[src/shared/pwmc_pkg.sv]
// Purpose: Shared constants for the motor PWM control logic
// Assumes: Byte-wide register port, one 200 MHz clock
// Notes:   Register offsets are byte indices on the plain port
package pwmc_pkg;

    // Register offsets
    localparam logic [4:0] A_CTL1  = 5'h00;
    localparam logic [4:0] A_CTL2  = 5'h01;
    localparam logic [4:0] A_CNTH  = 5'h02;
    localparam logic [4:0] A_CNTL  = 5'h03;
    localparam logic [4:0] A_MODH  = 5'h04;
    localparam logic [4:0] A_MODL  = 5'h05;
    localparam logic [4:0] A_DUTY0 = 5'h06;
    localparam logic [4:0] A_DEAD  = 5'h12;

    // First control register fields
    localparam int B_EN   = 0;
    localparam int B_LOAD_OK = 1;
    localparam int B_FLAG = 4;
    localparam int B_IRQE = 5;
    localparam int B_BANK_Y_SOFT_DISABLE = 6;
    localparam int B_BANK_X_SOFT_DISABLE = 7;

    // Second control register fields
    localparam int B_PRSC  = 0;
    localparam int B_PAIR3_CORRECTION_SELECT = 3;
    localparam int B_PAIR2_CORRECTION_SELECT = 4;
    localparam int B_PAIR1_CORRECTION_SELECT = 5;
    localparam int B_LDFQ  = 6;

    // Values after reset
    localparam logic [7:0]  DEAD_RST = 8'h00;
    localparam logic [11:0] MOD_RST  = 12'h000;

    typedef enum logic [1:0] {
        ST_OFF  = 2'b00,
        ST_HOLD = 2'b01,
        ST_RUN  = 2'b11
    } run_st_t;

endpackage

[src/motor_pwm_control_logic.sv]
// Purpose: Control logic of a six-channel motor PWM generator
// Assumes: All inputs come from logic on sys_clk; fault logic lives outside
// Notes:   Inactive pin level is 0; polarity handling is outside
// Operation
// - Stop mode freezes every flop of the block, outputs included.
// - Break mode freezes counter, generator and output state.
// - Fault disables still force outputs inactive during break.
// - In break, flag clears only take effect with break-clear-enable high.
// - Reading counter high byte latches low byte until low byte read.
// - Period is twice modulus center-aligned, equal to modulus edge-aligned.
// - Modulus writes go to a buffer adopted at a load-ok reload.
// - Modulus zero makes the counter count down continually from top.
// - Duty at or below zero is off; at or above modulus is on.
// - Duty values buffered; complementary pairs share value registers.
// - Bank disable acts at once; release waits for next cycle start.
// - Interrupt pending while reload flag and its enable are set.
// - Flag sets every reload; cleared by read-one then write-zero.
// - Modulus, prescaler and duty buffers transfer at reload only with load-ok, which then clears.
// - Enable clear stops generator and floats pins unless manual control.
// - Load frequency picks reload every 1, 2, 4 or 8 cycles.
// - Correction bit picks odd or even duty, applied each cycle start.
// - Prescaler divides counter clock by 1, 2, 4 or 8.
// - Nonzero prescaler delays pin drive one PWM cycle after enable.
// - Dead time in bus clocks, inserted in complementary mode, write-once.
// - Every rise of enable from clear performs an immediate reload.
//
// The address-and-strobe port and the placing of the registers are this design's own decisions.
module motor_pwm_control_logic (
    input  wire logic       sys_clk,
    input  wire logic       rst_n,
    input  wire logic       clk_en,
    input  wire logic [4:0] addr,
    input  wire logic [7:0] wdata,
    input  wire logic       wr,
    input  wire logic       rd,
    output      logic [7:0] rdata,
    input  wire logic       stop_mode,
    input  wire logic       break_mode,
    input  wire logic       break_clear_enable,
    input  wire logic       complementary_mode,
    input  wire logic       center_aligned,
    input  wire logic [5:0] disable_map_x,
    input  wire logic [5:0] disable_map_y,
    input  wire logic [5:0] fault_disable,
    input  wire logic       manual_output_control,
    input  wire logic [5:0] manual_out,
    output      logic [5:0] pwm_out,
    output      logic [5:0] pwm_oe,
    output      logic       reload_irq
);

    typedef struct packed {
        pwmc_pkg::run_st_t st;
        logic              en;
        logic              load_ok;
        logic              flag;
        logic              irqe;
        logic              bank_x_soft_disable;
        logic              bank_y_soft_disable;
        logic              armed;
        logic [1:0]        ldfq_b;
        logic [1:0]        ldfq_a;
        logic [1:0]        prsc_b;
        logic [1:0]        prsc_a;
        logic [2:0]        sel_b;
        logic [2:0]        sel_a;
        logic [11:0]       mod_b;
        logic [11:0]       mod_a;
        logic [11:0]       cnt;
        logic              dir_dn;
        logic [2:0]        pre_cnt;
        logic [2:0]        ld_cnt;
        logic [5:0][15:0]  duty_b;
        logic [5:0][15:0]  duty_a;
        logic [7:0]        dead;
        logic              dead_wr;
        logic [7:0]        lat;
        logic              lat_vld;
        logic [5:0]        sw_mask;
        logic [2:0][7:0]   dt_cnt;
        logic [2:0]        gen_prev;
        logic [5:0]        out;
        logic [5:0]        oe;
        logic              irq;
        logic [7:0]        rdata;
    } state_t;

    state_t      s_q;
    state_t      s_d;
    logic        clr_ok;
    logic        tick;
    logic        cyc;
    logic        reload;
    logic        en_rise;
    logic [2:0]  g;
    logic [2:0]  dt0;
    logic [5:0]  act;
    logic [5:0]  raw;
    logic [5:0]  mask;
    logic [15:0] dv;
    logic        live;

    always_comb begin
        s_d       = s_q;
        s_d.rdata = 8'h00;
        clr_ok    = !break_mode || break_clear_enable;
        tick      = 1'b0;
        cyc       = 1'b0;
        reload    = 1'b0;
        g         = 3'b000;
        dt0       = 3'b000;
        act       = 6'h00;
        raw       = 6'h00;
        mask      = 6'h00;
        dv        = 16'h0000;

        if (rd) begin
            case (addr)
                pwmc_pkg::A_CTL1: begin
                    s_d.rdata[pwmc_pkg::B_EN]   = s_q.en;
                    s_d.rdata[pwmc_pkg::B_LOAD_OK] = s_q.load_ok;
                    s_d.rdata[pwmc_pkg::B_FLAG] = s_q.flag;
                    s_d.rdata[pwmc_pkg::B_IRQE] = s_q.irqe;
                    s_d.rdata[pwmc_pkg::B_BANK_Y_SOFT_DISABLE] = s_q.bank_y_soft_disable;
                    s_d.rdata[pwmc_pkg::B_BANK_X_SOFT_DISABLE] = s_q.bank_x_soft_disable;
                    if (s_q.flag && clr_ok) begin
                        s_d.armed = 1'b1;
                    end
                end
                pwmc_pkg::A_CTL2: begin
                    s_d.rdata[pwmc_pkg::B_PRSC +: 2] = s_q.prsc_b;
                    s_d.rdata[pwmc_pkg::B_PAIR1_CORRECTION_SELECT]     = s_q.sel_b[0];
                    s_d.rdata[pwmc_pkg::B_PAIR2_CORRECTION_SELECT]     = s_q.sel_b[1];
                    s_d.rdata[pwmc_pkg::B_PAIR3_CORRECTION_SELECT]     = s_q.sel_b[2];
                    s_d.rdata[pwmc_pkg::B_LDFQ +: 2] = s_q.ldfq_b;
                end
                pwmc_pkg::A_CNTH: begin
                    s_d.rdata   = {4'h0, s_q.cnt[11:8]};
                    s_d.lat     = s_q.cnt[7:0];
                    s_d.lat_vld = 1'b1;
                end
                pwmc_pkg::A_CNTL: begin
                    s_d.rdata   = s_q.lat_vld ? s_q.lat : s_q.cnt[7:0];
                    s_d.lat_vld = 1'b0;
                end
                pwmc_pkg::A_MODH: s_d.rdata = {4'h0, s_q.mod_b[11:8]};
                pwmc_pkg::A_MODL: s_d.rdata = s_q.mod_b[7:0];
                pwmc_pkg::A_DEAD: s_d.rdata = s_q.dead;
                default: begin
                    for (int c = 0; c < 6; c++) begin
                        if (addr == 5'(pwmc_pkg::A_DUTY0 + 2 * c)) begin
                            s_d.rdata = s_q.duty_b[c][15:8];
                        end
                        if (addr == 5'(pwmc_pkg::A_DUTY0 + 2 * c + 1)) begin
                            s_d.rdata = s_q.duty_b[c][7:0];
                        end
                    end
                end
            endcase
        end

        if (wr) begin
            case (addr)
                pwmc_pkg::A_CTL1: begin
                    s_d.en   = wdata[pwmc_pkg::B_EN];
                    s_d.load_ok = wdata[pwmc_pkg::B_LOAD_OK];
                    s_d.irqe = wdata[pwmc_pkg::B_IRQE];
                    s_d.bank_y_soft_disable = wdata[pwmc_pkg::B_BANK_Y_SOFT_DISABLE];
                    s_d.bank_x_soft_disable = wdata[pwmc_pkg::B_BANK_X_SOFT_DISABLE];
                    if (!wdata[pwmc_pkg::B_FLAG] && s_q.armed && clr_ok) begin
                        s_d.flag = 1'b0;
                    end
                    s_d.armed = 1'b0;
                end
                pwmc_pkg::A_CTL2: begin
                    s_d.prsc_b   = wdata[pwmc_pkg::B_PRSC +: 2];
                    s_d.sel_b[0] = wdata[pwmc_pkg::B_PAIR1_CORRECTION_SELECT];
                    s_d.sel_b[1] = wdata[pwmc_pkg::B_PAIR2_CORRECTION_SELECT];
                    s_d.sel_b[2] = wdata[pwmc_pkg::B_PAIR3_CORRECTION_SELECT];
                    s_d.ldfq_b   = wdata[pwmc_pkg::B_LDFQ +: 2];
                end
                pwmc_pkg::A_MODH: s_d.mod_b[11:8] = wdata[3:0];
                pwmc_pkg::A_MODL: s_d.mod_b[7:0] = wdata;
                pwmc_pkg::A_DEAD: begin
                    if (!s_q.dead_wr) begin
                        s_d.dead    = wdata;
                        s_d.dead_wr = 1'b1;
                    end
                end
                default: begin
                    for (int c = 0; c < 6; c++) begin
                        if (addr == 5'(pwmc_pkg::A_DUTY0 + 2 * c)) begin
                            s_d.duty_b[c][15:8] = wdata;
                        end
                        if (addr == 5'(pwmc_pkg::A_DUTY0 + 2 * c + 1)) begin
                            s_d.duty_b[c][7:0] = wdata;
                        end
                    end
                end
            endcase
        end
        en_rise = s_d.en && !s_q.en;

        if (!s_q.en) begin
            s_d.cnt     = 12'h000;
            s_d.pre_cnt = 3'h0;
            s_d.dir_dn  = 1'b0;
            s_d.ld_cnt  = 3'h0;
        end else if (!break_mode) begin
            tick        = s_q.pre_cnt == 3'((4'h1 << s_q.prsc_a) - 4'h1);
            s_d.pre_cnt = tick ? 3'h0 : 3'(s_q.pre_cnt + 3'h1);
            if (tick) begin
                if (s_q.mod_a == 12'h000) begin
                    s_d.cnt = 12'(s_q.cnt - 12'h001);
                    cyc     = s_q.cnt == 12'h000;
                end else if (center_aligned) begin
                    if (!s_q.dir_dn) begin
                        if (s_q.cnt >= 12'(s_q.mod_a - 12'h001)) begin
                            s_d.cnt    = s_q.mod_a;
                            s_d.dir_dn = 1'b1;
                        end else begin
                            s_d.cnt = 12'(s_q.cnt + 12'h001);
                        end
                    end else if (s_q.cnt <= 12'h001) begin
                        s_d.cnt    = 12'h000;
                        s_d.dir_dn = 1'b0;
                        cyc        = 1'b1;
                    end else begin
                        s_d.cnt = 12'(s_q.cnt - 12'h001);
                    end
                end else if (s_q.cnt >= 12'(s_q.mod_a - 12'h001)) begin
                    s_d.cnt = 12'h000;
                    cyc     = 1'b1;
                end else begin
                    s_d.cnt = 12'(s_q.cnt + 12'h001);
                end
            end
            if (cyc) begin
                reload     = s_q.ld_cnt == 3'((4'h1 << s_q.ldfq_a) - 4'h1);
                s_d.ld_cnt = reload ? 3'h0 : 3'(s_q.ld_cnt + 3'h1);
            end
        end

        if (en_rise) begin
            reload = 1'b1;
        end
        if (reload) begin
            s_d.flag   = 1'b1;
            s_d.armed  = 1'b0;
            s_d.ldfq_a = s_d.ldfq_b;
            if (s_d.load_ok) begin
                s_d.mod_a  = s_d.mod_b;
                s_d.prsc_a = s_d.prsc_b;
                s_d.duty_a = s_d.duty_b;
            end
            s_d.load_ok = 1'b0;
        end
        if (cyc || en_rise) begin
            s_d.sel_a = s_d.sel_b;
        end

        case (s_q.st)
            pwmc_pkg::ST_OFF: begin
                if (en_rise) begin
                    s_d.st = (s_d.prsc_a != 2'b00) ? pwmc_pkg::ST_HOLD : pwmc_pkg::ST_RUN;
                end
            end
            pwmc_pkg::ST_HOLD: begin
                if (cyc) begin
                    s_d.st = pwmc_pkg::ST_RUN;
                end
            end
            pwmc_pkg::ST_RUN: s_d.st = pwmc_pkg::ST_RUN;
            default: s_d.st = pwmc_pkg::ST_OFF;
        endcase
        if (!s_d.en) begin
            s_d.st = pwmc_pkg::ST_OFF;
        end

        if (!break_mode) begin
            mask        = (s_d.bank_x_soft_disable ? disable_map_x : 6'h00) | (s_d.bank_y_soft_disable ? disable_map_y : 6'h00);
            s_d.sw_mask = mask | (cyc ? 6'h00 : s_q.sw_mask);
            for (int c = 0; c < 6; c++) begin
                dv = s_q.duty_a[c];
                if (complementary_mode) begin
                    dv = s_q.duty_a[(c / 2) * 2 + (s_q.sel_a[c / 2] ? 1 : 0)];
                end
                act[c] = s_q.en && !dv[15] && (dv != 16'h0000)
                         && ((dv >= {4'h0, s_q.mod_a}) || ({4'h0, s_q.cnt} < dv));
            end
            for (int p = 0; p < 3; p++) begin
                g[p] = act[2 * p];
                if (g[p] != s_q.gen_prev[p]) begin
                    s_d.dt_cnt[p]   = s_q.dead;
                    s_d.gen_prev[p] = g[p];
                end else if (s_q.dt_cnt[p] != 8'h00) begin
                    s_d.dt_cnt[p] = 8'(s_q.dt_cnt[p] - 8'h01);
                end
                dt0[p]       = s_d.dt_cnt[p] == 8'h00;
                raw[2 * p]     = complementary_mode ? (g[p] && dt0[p]) : act[2 * p];
                raw[2 * p + 1] = complementary_mode ? (s_q.en && !g[p] && dt0[p]) : act[2 * p + 1];
            end
            if (manual_output_control) begin
                raw = manual_out;
            end
            s_d.out = raw & ~fault_disable & ~s_d.sw_mask;
            // pins float unless in run state or manual
            live    = manual_output_control || (s_d.st == pwmc_pkg::ST_RUN);
            s_d.oe  = live ? 6'h3f : 6'h00;
        end else begin
            s_d.out = s_q.out & ~fault_disable;
            live    = 1'b0;
        end
        s_d.irq = s_d.flag && s_d.irqe;
    end

    always_ff @(posedge sys_clk or negedge rst_n) begin
        if (!rst_n) begin
            s_q <= '0;
        end else if (clk_en && !stop_mode) begin
            s_q <= s_d;
        end
    end

    assign rdata      = s_q.rdata;
    assign pwm_out    = s_q.out;
    assign pwm_oe     = s_q.oe;
    assign reload_irq = s_q.irq;

    logic step;
    assign step = clk_en && !stop_mode;
endmodule // motor_pwm_control_logic

[config.mk]
export PLATFORM = sky130hd
export DESIGN_NAME = motor_pwm_control_logic
export DESIGN_NICKNAME = d
export VERILOG_FILES = /design/src/shared/pwmc_pkg.sv /design/src/motor_pwm_control_logic.sv
export SDC_FILE = /design/constraint.sdc
export NUM_CORES = 1
export LEC_CHECK = 0
export BUFFER_PORTS_ARGS = -buffer_cell sky130_fd_sc_hd__buf_2
export CORE_MARGIN = 1
export CORE_UTILIZATION = 58
export CTS_CLUSTER_DIAMETER = 60
export DETAILED_ROUTE_END_ITERATION = 8
export PLACE_DENSITY = 0.83
export SYNTH_ARGS = -nofsm -noshare
export SYNTH_HDL_FRONTEND = slang
export SYNTH_SLANG_ARGS = --single-unit
[constraint.sdc]
create_clock -name sys_clk -period 3.5 [get_ports sys_clk]
set_input_delay 0.525 -clock sys_clk [delete_from_list [all_inputs] [get_ports sys_clk]]
set_output_delay 0.525 -clock sys_clk [all_outputs]
set_load 0.05 [all_outputs]
=== After elaboration in Yosys (flattened, before gate mapping) ===
Index checks and enable logic that the tools add are counted.

* Magnitude comparators: 17
* Reduce and logical (&&, ||, !) cells: 91
* Bitwise operators: 9
* $add $sub $neg: 12
* Muxes and demuxes: 131
* Eq/ne operators: 31
* Shifts and indexed selects: 2

{| class="wikitable"
|+ Operator list
! kind !! number
|-
| $mux 16 || 18
|-
| $mux 8 || 36
|-
| $mux 96 || 2
|-
| $bmux 16 s3 || 3
|-
| $ge 16x12->1 || 6
|-
| $lt 12x16->1 || 6
|-
| $reduce_bool 16->1 || 6
|-
| $mux 12 || 6
|-
| $mux 6 || 7
|-
| $eq 5x4->1 const B || 8
|-
| $mux 19 || 2
|-
| $logic_and 1x1->1 || 33
|-
| $mux 1 || 31
|-
| $reduce_and 3->1 || 9
|-
| $mux 13 || 2
|-
| $logic_not 12->1 || 2
|-
| $logic_not 8->1 || 3
|-
| $pmux 4 s6 || 1
|-
| $reduce_bool 8->1 || 3
|-
| $sub 12x1->12 const B || 2
|-
| $sub 8x1->8 const B || 3
|-
| $eq 5x3->1 const B || 4
|-
| $mux 2 || 10
|-
| $and 6x6->6 || 3
|-
| 42 further kinds || 87
|}

* Output and inout bits: 21
* Flip-flop bits (word level): 330
* Word-level logic and storage cells: 340
* Input bits: 48

=== Logic depth before layout (Yosys ltp) ===
* Word-level depth: 22
* Depth in mapped cells: 17
* Gate-level depth less buffers: 14

=== Least setup slack after synthesis ===
OpenSTA, ideal clock, no wires.

* Kind: input -> register
* From: input complementary_mode
* To: register s_q[30] in the netlist's numbering
* Library setup time: 0.126 ns
* Cell stages on the path: 15
* Data arrival time: 3.586 ns
* Data required time: 3.374 ns
* Setup slack: -0.212 ns
* Path buffers: 3
* Cell sequence: buf_2 > nand2_1 > buf_2 > mux2i_1 > inv_1 > ha_1 > a21o_1 > a21o_1 > a2111oi_0 > o21ai_0 > o2111ai_1 > xnor2_2 > buf_2 > a21oi_1 > a221o_1

* Longest elaborated chain between the ends: 9
* Elaborated cells between the ends (all ways): 13
* Classes of those cells: order compare: 2; eq/ne: 1; mux: 4; reduce/logical: 6

{| class="wikitable"
|+ RTL lines
! what !! RTL line !! source
|-
| start: declaration || motor_pwm_control_logic.sv:40 || <nowiki>input wire logic complementary_mode,</nowiki>
|-
| $mux 16 * || motor_pwm_control_logic.sv:285 || <nowiki>if (complementary_mode) begin</nowiki>
|-
| $mux 16 * || motor_pwm_control_logic.sv:280 || <nowiki>if (!break_mode) begin</nowiki>
|-
| parallel branches: the longest is 3 deep, another holds $ge 16x12->1 || -- ||
|-
| $logic_and 1x1->1 * || motor_pwm_control_logic.sv:289 || <nowiki>&& ((dv >= {4'h0, s_q.mod_a}) || ({4'h0, s_q.cnt} < dv));</nowiki>
|-
| $ne 1x1->1 * || motor_pwm_control_logic.sv:293 || <nowiki>if (g[p] != s_q.gen_prev[p]) begin</nowiki>
|-
| $mux 8 * || motor_pwm_control_logic.sv:293 ||
|-
| $mux 8 * || motor_pwm_control_logic.sv:280 ||
|-
| end signal: assignment || motor_pwm_control_logic.sv:319 || <nowiki>s_q <= '0;</nowiki>
|-
| end signal: assignment || motor_pwm_control_logic.sv:321 || <nowiki>s_q <= s_d;</nowiki>
|-
| end: declaration || motor_pwm_control_logic.sv:88 || <nowiki>state_t s_q;</nowiki>
|}

Every way passes the cells marked *. The select of a mux whose other input is x is not followed.
A chain may end at the register's enable or synchronous reset.

=== Worst setup path in the final report ===
* From: register s_q[285] in the netlist's numbering
* To: register s_q[123] in the netlist's numbering

* Longest elaborated chain between the ends: 13
* Elaborated cells between the ends (all ways): 14
* Classes of those cells: add/sub: 1; order compare: 1; mux: 10; reduce/logical: 2

{| class="wikitable"
|+ RTL lines
! what !! RTL line !! source
|-
| $sub 12x1->12 || motor_pwm_control_logic.sv:231 || <nowiki>end else if (s_q.cnt >= 12'(s_q.mod_a - 12'h001)) begin</nowiki>
|-
| $ge 12x12->1 || motor_pwm_control_logic.sv:231 ||
|-
| $mux 1 || motor_pwm_control_logic.sv:231 ||
|-
| $mux 1 || motor_pwm_control_logic.sv:216 || <nowiki>end else if (center_aligned) begin</nowiki>
|-
| $mux 1 * || motor_pwm_control_logic.sv:213 || <nowiki>if (s_q.mod_a == 12'h000) begin</nowiki>
|-
| $mux 1 * || motor_pwm_control_logic.sv:212 || <nowiki>if (tick) begin</nowiki>
|-
| $mux 1 * || motor_pwm_control_logic.sv:209 || <nowiki>end else if (!break_mode) begin</nowiki>
|-
| $mux 1 * || motor_pwm_control_logic.sv:204 || <nowiki>if (!s_q.en) begin</nowiki>
|-
| $mux 1 * || motor_pwm_control_logic.sv:238 || <nowiki>if (cyc) begin</nowiki>
|-
| $mux 1 * || motor_pwm_control_logic.sv:209 ||
|-
| $mux 1 * || motor_pwm_control_logic.sv:204 ||
|-
| $mux 1 * || motor_pwm_control_logic.sv:244 || <nowiki>if (en_rise) begin</nowiki>
|-
| $reduce_and 3->1 (no source line) * || -- ||
|}

Every way passes the cells marked *; elsewhere a longest branch is shown, timed or not. The select of a mux whose other input is x is not followed.

==> impl_metrics.ini <==
[setup_path]
worst_r2r_endpoint = s_q[123]
cp.arrival_ns = 3.94
r2r-start = s_q[285]
cp.required_ns = 3.99
critPathKind = reg -> reg
critPathLaunchType = register
r2r_cells = 17
crit_path_frequent_cell = buf_16
end_kind = register
crit_chain = nor4_4 -> buf_4 -> nand3_1 -> xnor2_1 -> ha_1 -> a2111oi_4 -> o221ai_2 -> a21o_1 -> nand2_2 -> a311oi_4 -> buf_6 -> o21ai_4 -> buf_12 -> buf_16 -> buf_16 -> nand2_1 -> o21ai_1
rrSetupSlack_ns = 0.04
critPathMaxFanout = 20
max_stage_delay_ns = 0.41
cp_num_buf_inv = 5
cpMaxStageDelayCell = dfrtp_1
crit_family = compound AO/OA/AOI/OAI gates

[floorplanning]
fp.dieH_um = 198
start_util_pct = 59.1
dieArea_mm2 = 0.0393
coreArea_mm2 = 0.0378
io_pins = 69
rows = 71
die_x_um = 198

[finish]
layout_commonest_cell = dfrtp_1
fin_nets = 2749
seq_area_mm2 = 0.00814
diodes = 0
final.fill_count = 2777
layout-drive-gt1-share_pct = 21.5
multi_input_area_mm2 = 0.0132
area_growth_syn_to_layout_pct = 16.1
final_cell_mix = dfrtp_1 (323), nand2_1 (241), mux2i_1 (191)

[drt]
drt_iter0_markers = 2200
routed_wl_um = 75300
first_pass_iters = 8
vias = 20500
drc = 1
via_per_inst = 6.68
wl_per_cell_um = 24.5
ant_nets = 0

[place]
dp_hpwl_um = 54300
port_buffers = 68
gp_congestion = 1.03
pre_cts_ws_ns = -0.298

[clocking]
cts_buffers = 39
clock_latency_ns = 0.57
cts_root_buf = clkbuf_16
cts_buffer_depth = 3
cts_tree = built
hold_buffers = 0
cts_sinks = 325
clk_pin_slew_ns = 0.06
cts_max_level = 2

[outcome]
status = finished, violations left
violations = design-rule violations, negative hold slack

[logic_synthesis]
netlist_instances = 2370
synth_area_per_cell_um2 = 9.42
ys_ff_latch = 325
ys.flop_type = dfrtp_1
synth_cell_types = 92
synth.top_cell.area_share_pct = 36.4
synth_edf_count = 0
synth_nets = 2582
ys_seq_area_share_pct = 36.4
syn-cell-area_mm2 = 0.0223
yosys_warnings = 0
post_synth_main_area_contributors = dfrtp_1 (36%), ha_1 (9.2%), mux2i_1 (8.8%)
synthArstFlopShare_pct = 100
yosysTopAreaCell = dfrtp_1

[timing]
setup_violations = 0
timing.final.crit_share_pct = 98.7
final_hold_viol_count = 29
slew_violations = 0
fmax_mhz = 289
slew_headroom_pct = 30.7
worst_slew_pin_slew_ns = 1.04
fin_ws_ns = 0.0447
fin_crit_ns = 3.46
whs_ns = -0.0616
fin_skew_ns = 0.0131
tns_ns = 0
rsz0062_at_grt = yes

[global_routing]
antenna_found_initial = 0
grt_use_total_pct = 37.6
grt_pass1_vias = 19800
overflow = 0
grt_pass1_wl_um = 113000
grt_max_degree = 86

[run]
drv_cap = 0

[power]
leakagePower_nw = 13.3
ir_worst_vdd_mv = 0.426
powerDensity_mw_per_mm2 = 416
power_mw = 10.8

[min_path]
min_path_type = in -> async
[worst max-delay path by stage]
stage                            start       end  slack, ns  cells after the start
floorplan                     s_q[287]  s_q[278]      0.007                     15
global placement    complementary_mode   s_q[39]      -0.17                     16
detailed placement  complementary_mode   s_q[32]      -0.30                     16
CTS                           s_q[307]   s_q[25]       0.01                     13
global route                  s_q[285]  s_q[129]      -0.05                     17
finish                        s_q[285]  s_q[123]       0.04                     17
[final cells by class]
cell class	count	area share, %
flip-flops and latches	325	31.4
clock buffers	57	4.46
well taps	511	2.47
multi-input cells	1785	51.0
inverters	115	1.67
repair buffers	271	8.59
clock inverters	11	0.391
[Yosys cell counts, types with 8 or more instances]
library cell / instances
dfrtp_1: 325
nand2_1: 244
mux2i_1: 196
ha_1: 164
mux2_2: 123
o21ai_0: 116
inv_1: 115
a21oi_1: 113
nor2_1: 104
clkbuf_1: 91
o21ai_1: 86
nand3_1: 50
nor3_1: 50
a21o_1: 30
nor4_1: 30
a22oi_1: 29
nand4_1: 28
a221o_1: 27
nand2b_1: 25
and3_1: 24
nand2_2: 22
buf_4: 21
o21ai_2: 21
a221oi_1: 19
or4_1: 17
or3_1: 15
xnor2_1: 15
xor2_1: 15
a22o_1: 14
a31oi_1: 13
buf_2: 13
buf_6: 12
a211oi_1: 11
nor2b_1: 11
o211ai_1: 11
a211o_1: 9
o22ai_1: 9
o31ai_1: 9
o2111ai_1: 8
o21a_1: 8
[metal layers]
metal / track usage [%] / vias to the layer above / wire (um) / part of all wire, %
met2: 57.9 / 1188 / 33400 / 44
met5: 0 / - / 0 / 0
met4: 20.1 / 0 / 4320 / 5.7
met3: 9.45 / 296 / 7730 / 10
met1: 48.7 / 9995 / 29900 / 40
li1: - / 9057 / - / -
[power breakdown]
part           leakage [nW]  switching, mW  internal [mW]  total [mW]
clock                 0.615           1.70           2.32        4.02
combinational          8.30           1.43          0.947        2.38
sequential             4.34          0.384           4.00        4.38
[metrics by stage]
| step | util [%] | std cells | hold WS [ns] | cell area [um2] |
|---|---|---|---|---|
| finish | 68.6 | 3075 | -0.0616 | 25900 |
| global route | 68.6 | 3075 | 0.0145 | 25900 |
| CTS | 67.3 | 3059 | 0.00116 | 25400 |
| detailed placement | 64.0 | 2991 | 0.459 | 24100 |
| global placement | 64.0 | 2991 | 0.452 | 24100 |
| floorplan | - | 2370 | 0.229 | 22300 |
[flip-flops by register name, indices dropped and copies added, names as in the netlist]
name	flops
pwm_oe	1
rdata	8
s_q	309
pwm_out	6
reload_irq	1
[timing repair]
| item | CTS | global route |
|---|---|---|
| buffers inserted | 0 | 10 |
| endpoints found under the setup margin | 55 | 141 |
| cloned | 0 | 6 |
| pin swaps | 0 | 18 |
| resized for setup | 3 | 55 |
[logic make-up after synthesis]
family	count (synthesis)	share of synthesized area, %
adder cells (fa/ha/maj)	164	9.19
AO/OA/AOI/OAI	595	17.6
multiplexers	319	15.0
flip-flops	325	36.4
XOR/XNOR	32	1.32
AND/OR/NAND/NOR	675	15.2
buffers and inverters	260	5.26
(Power assumes the default switching activity.)
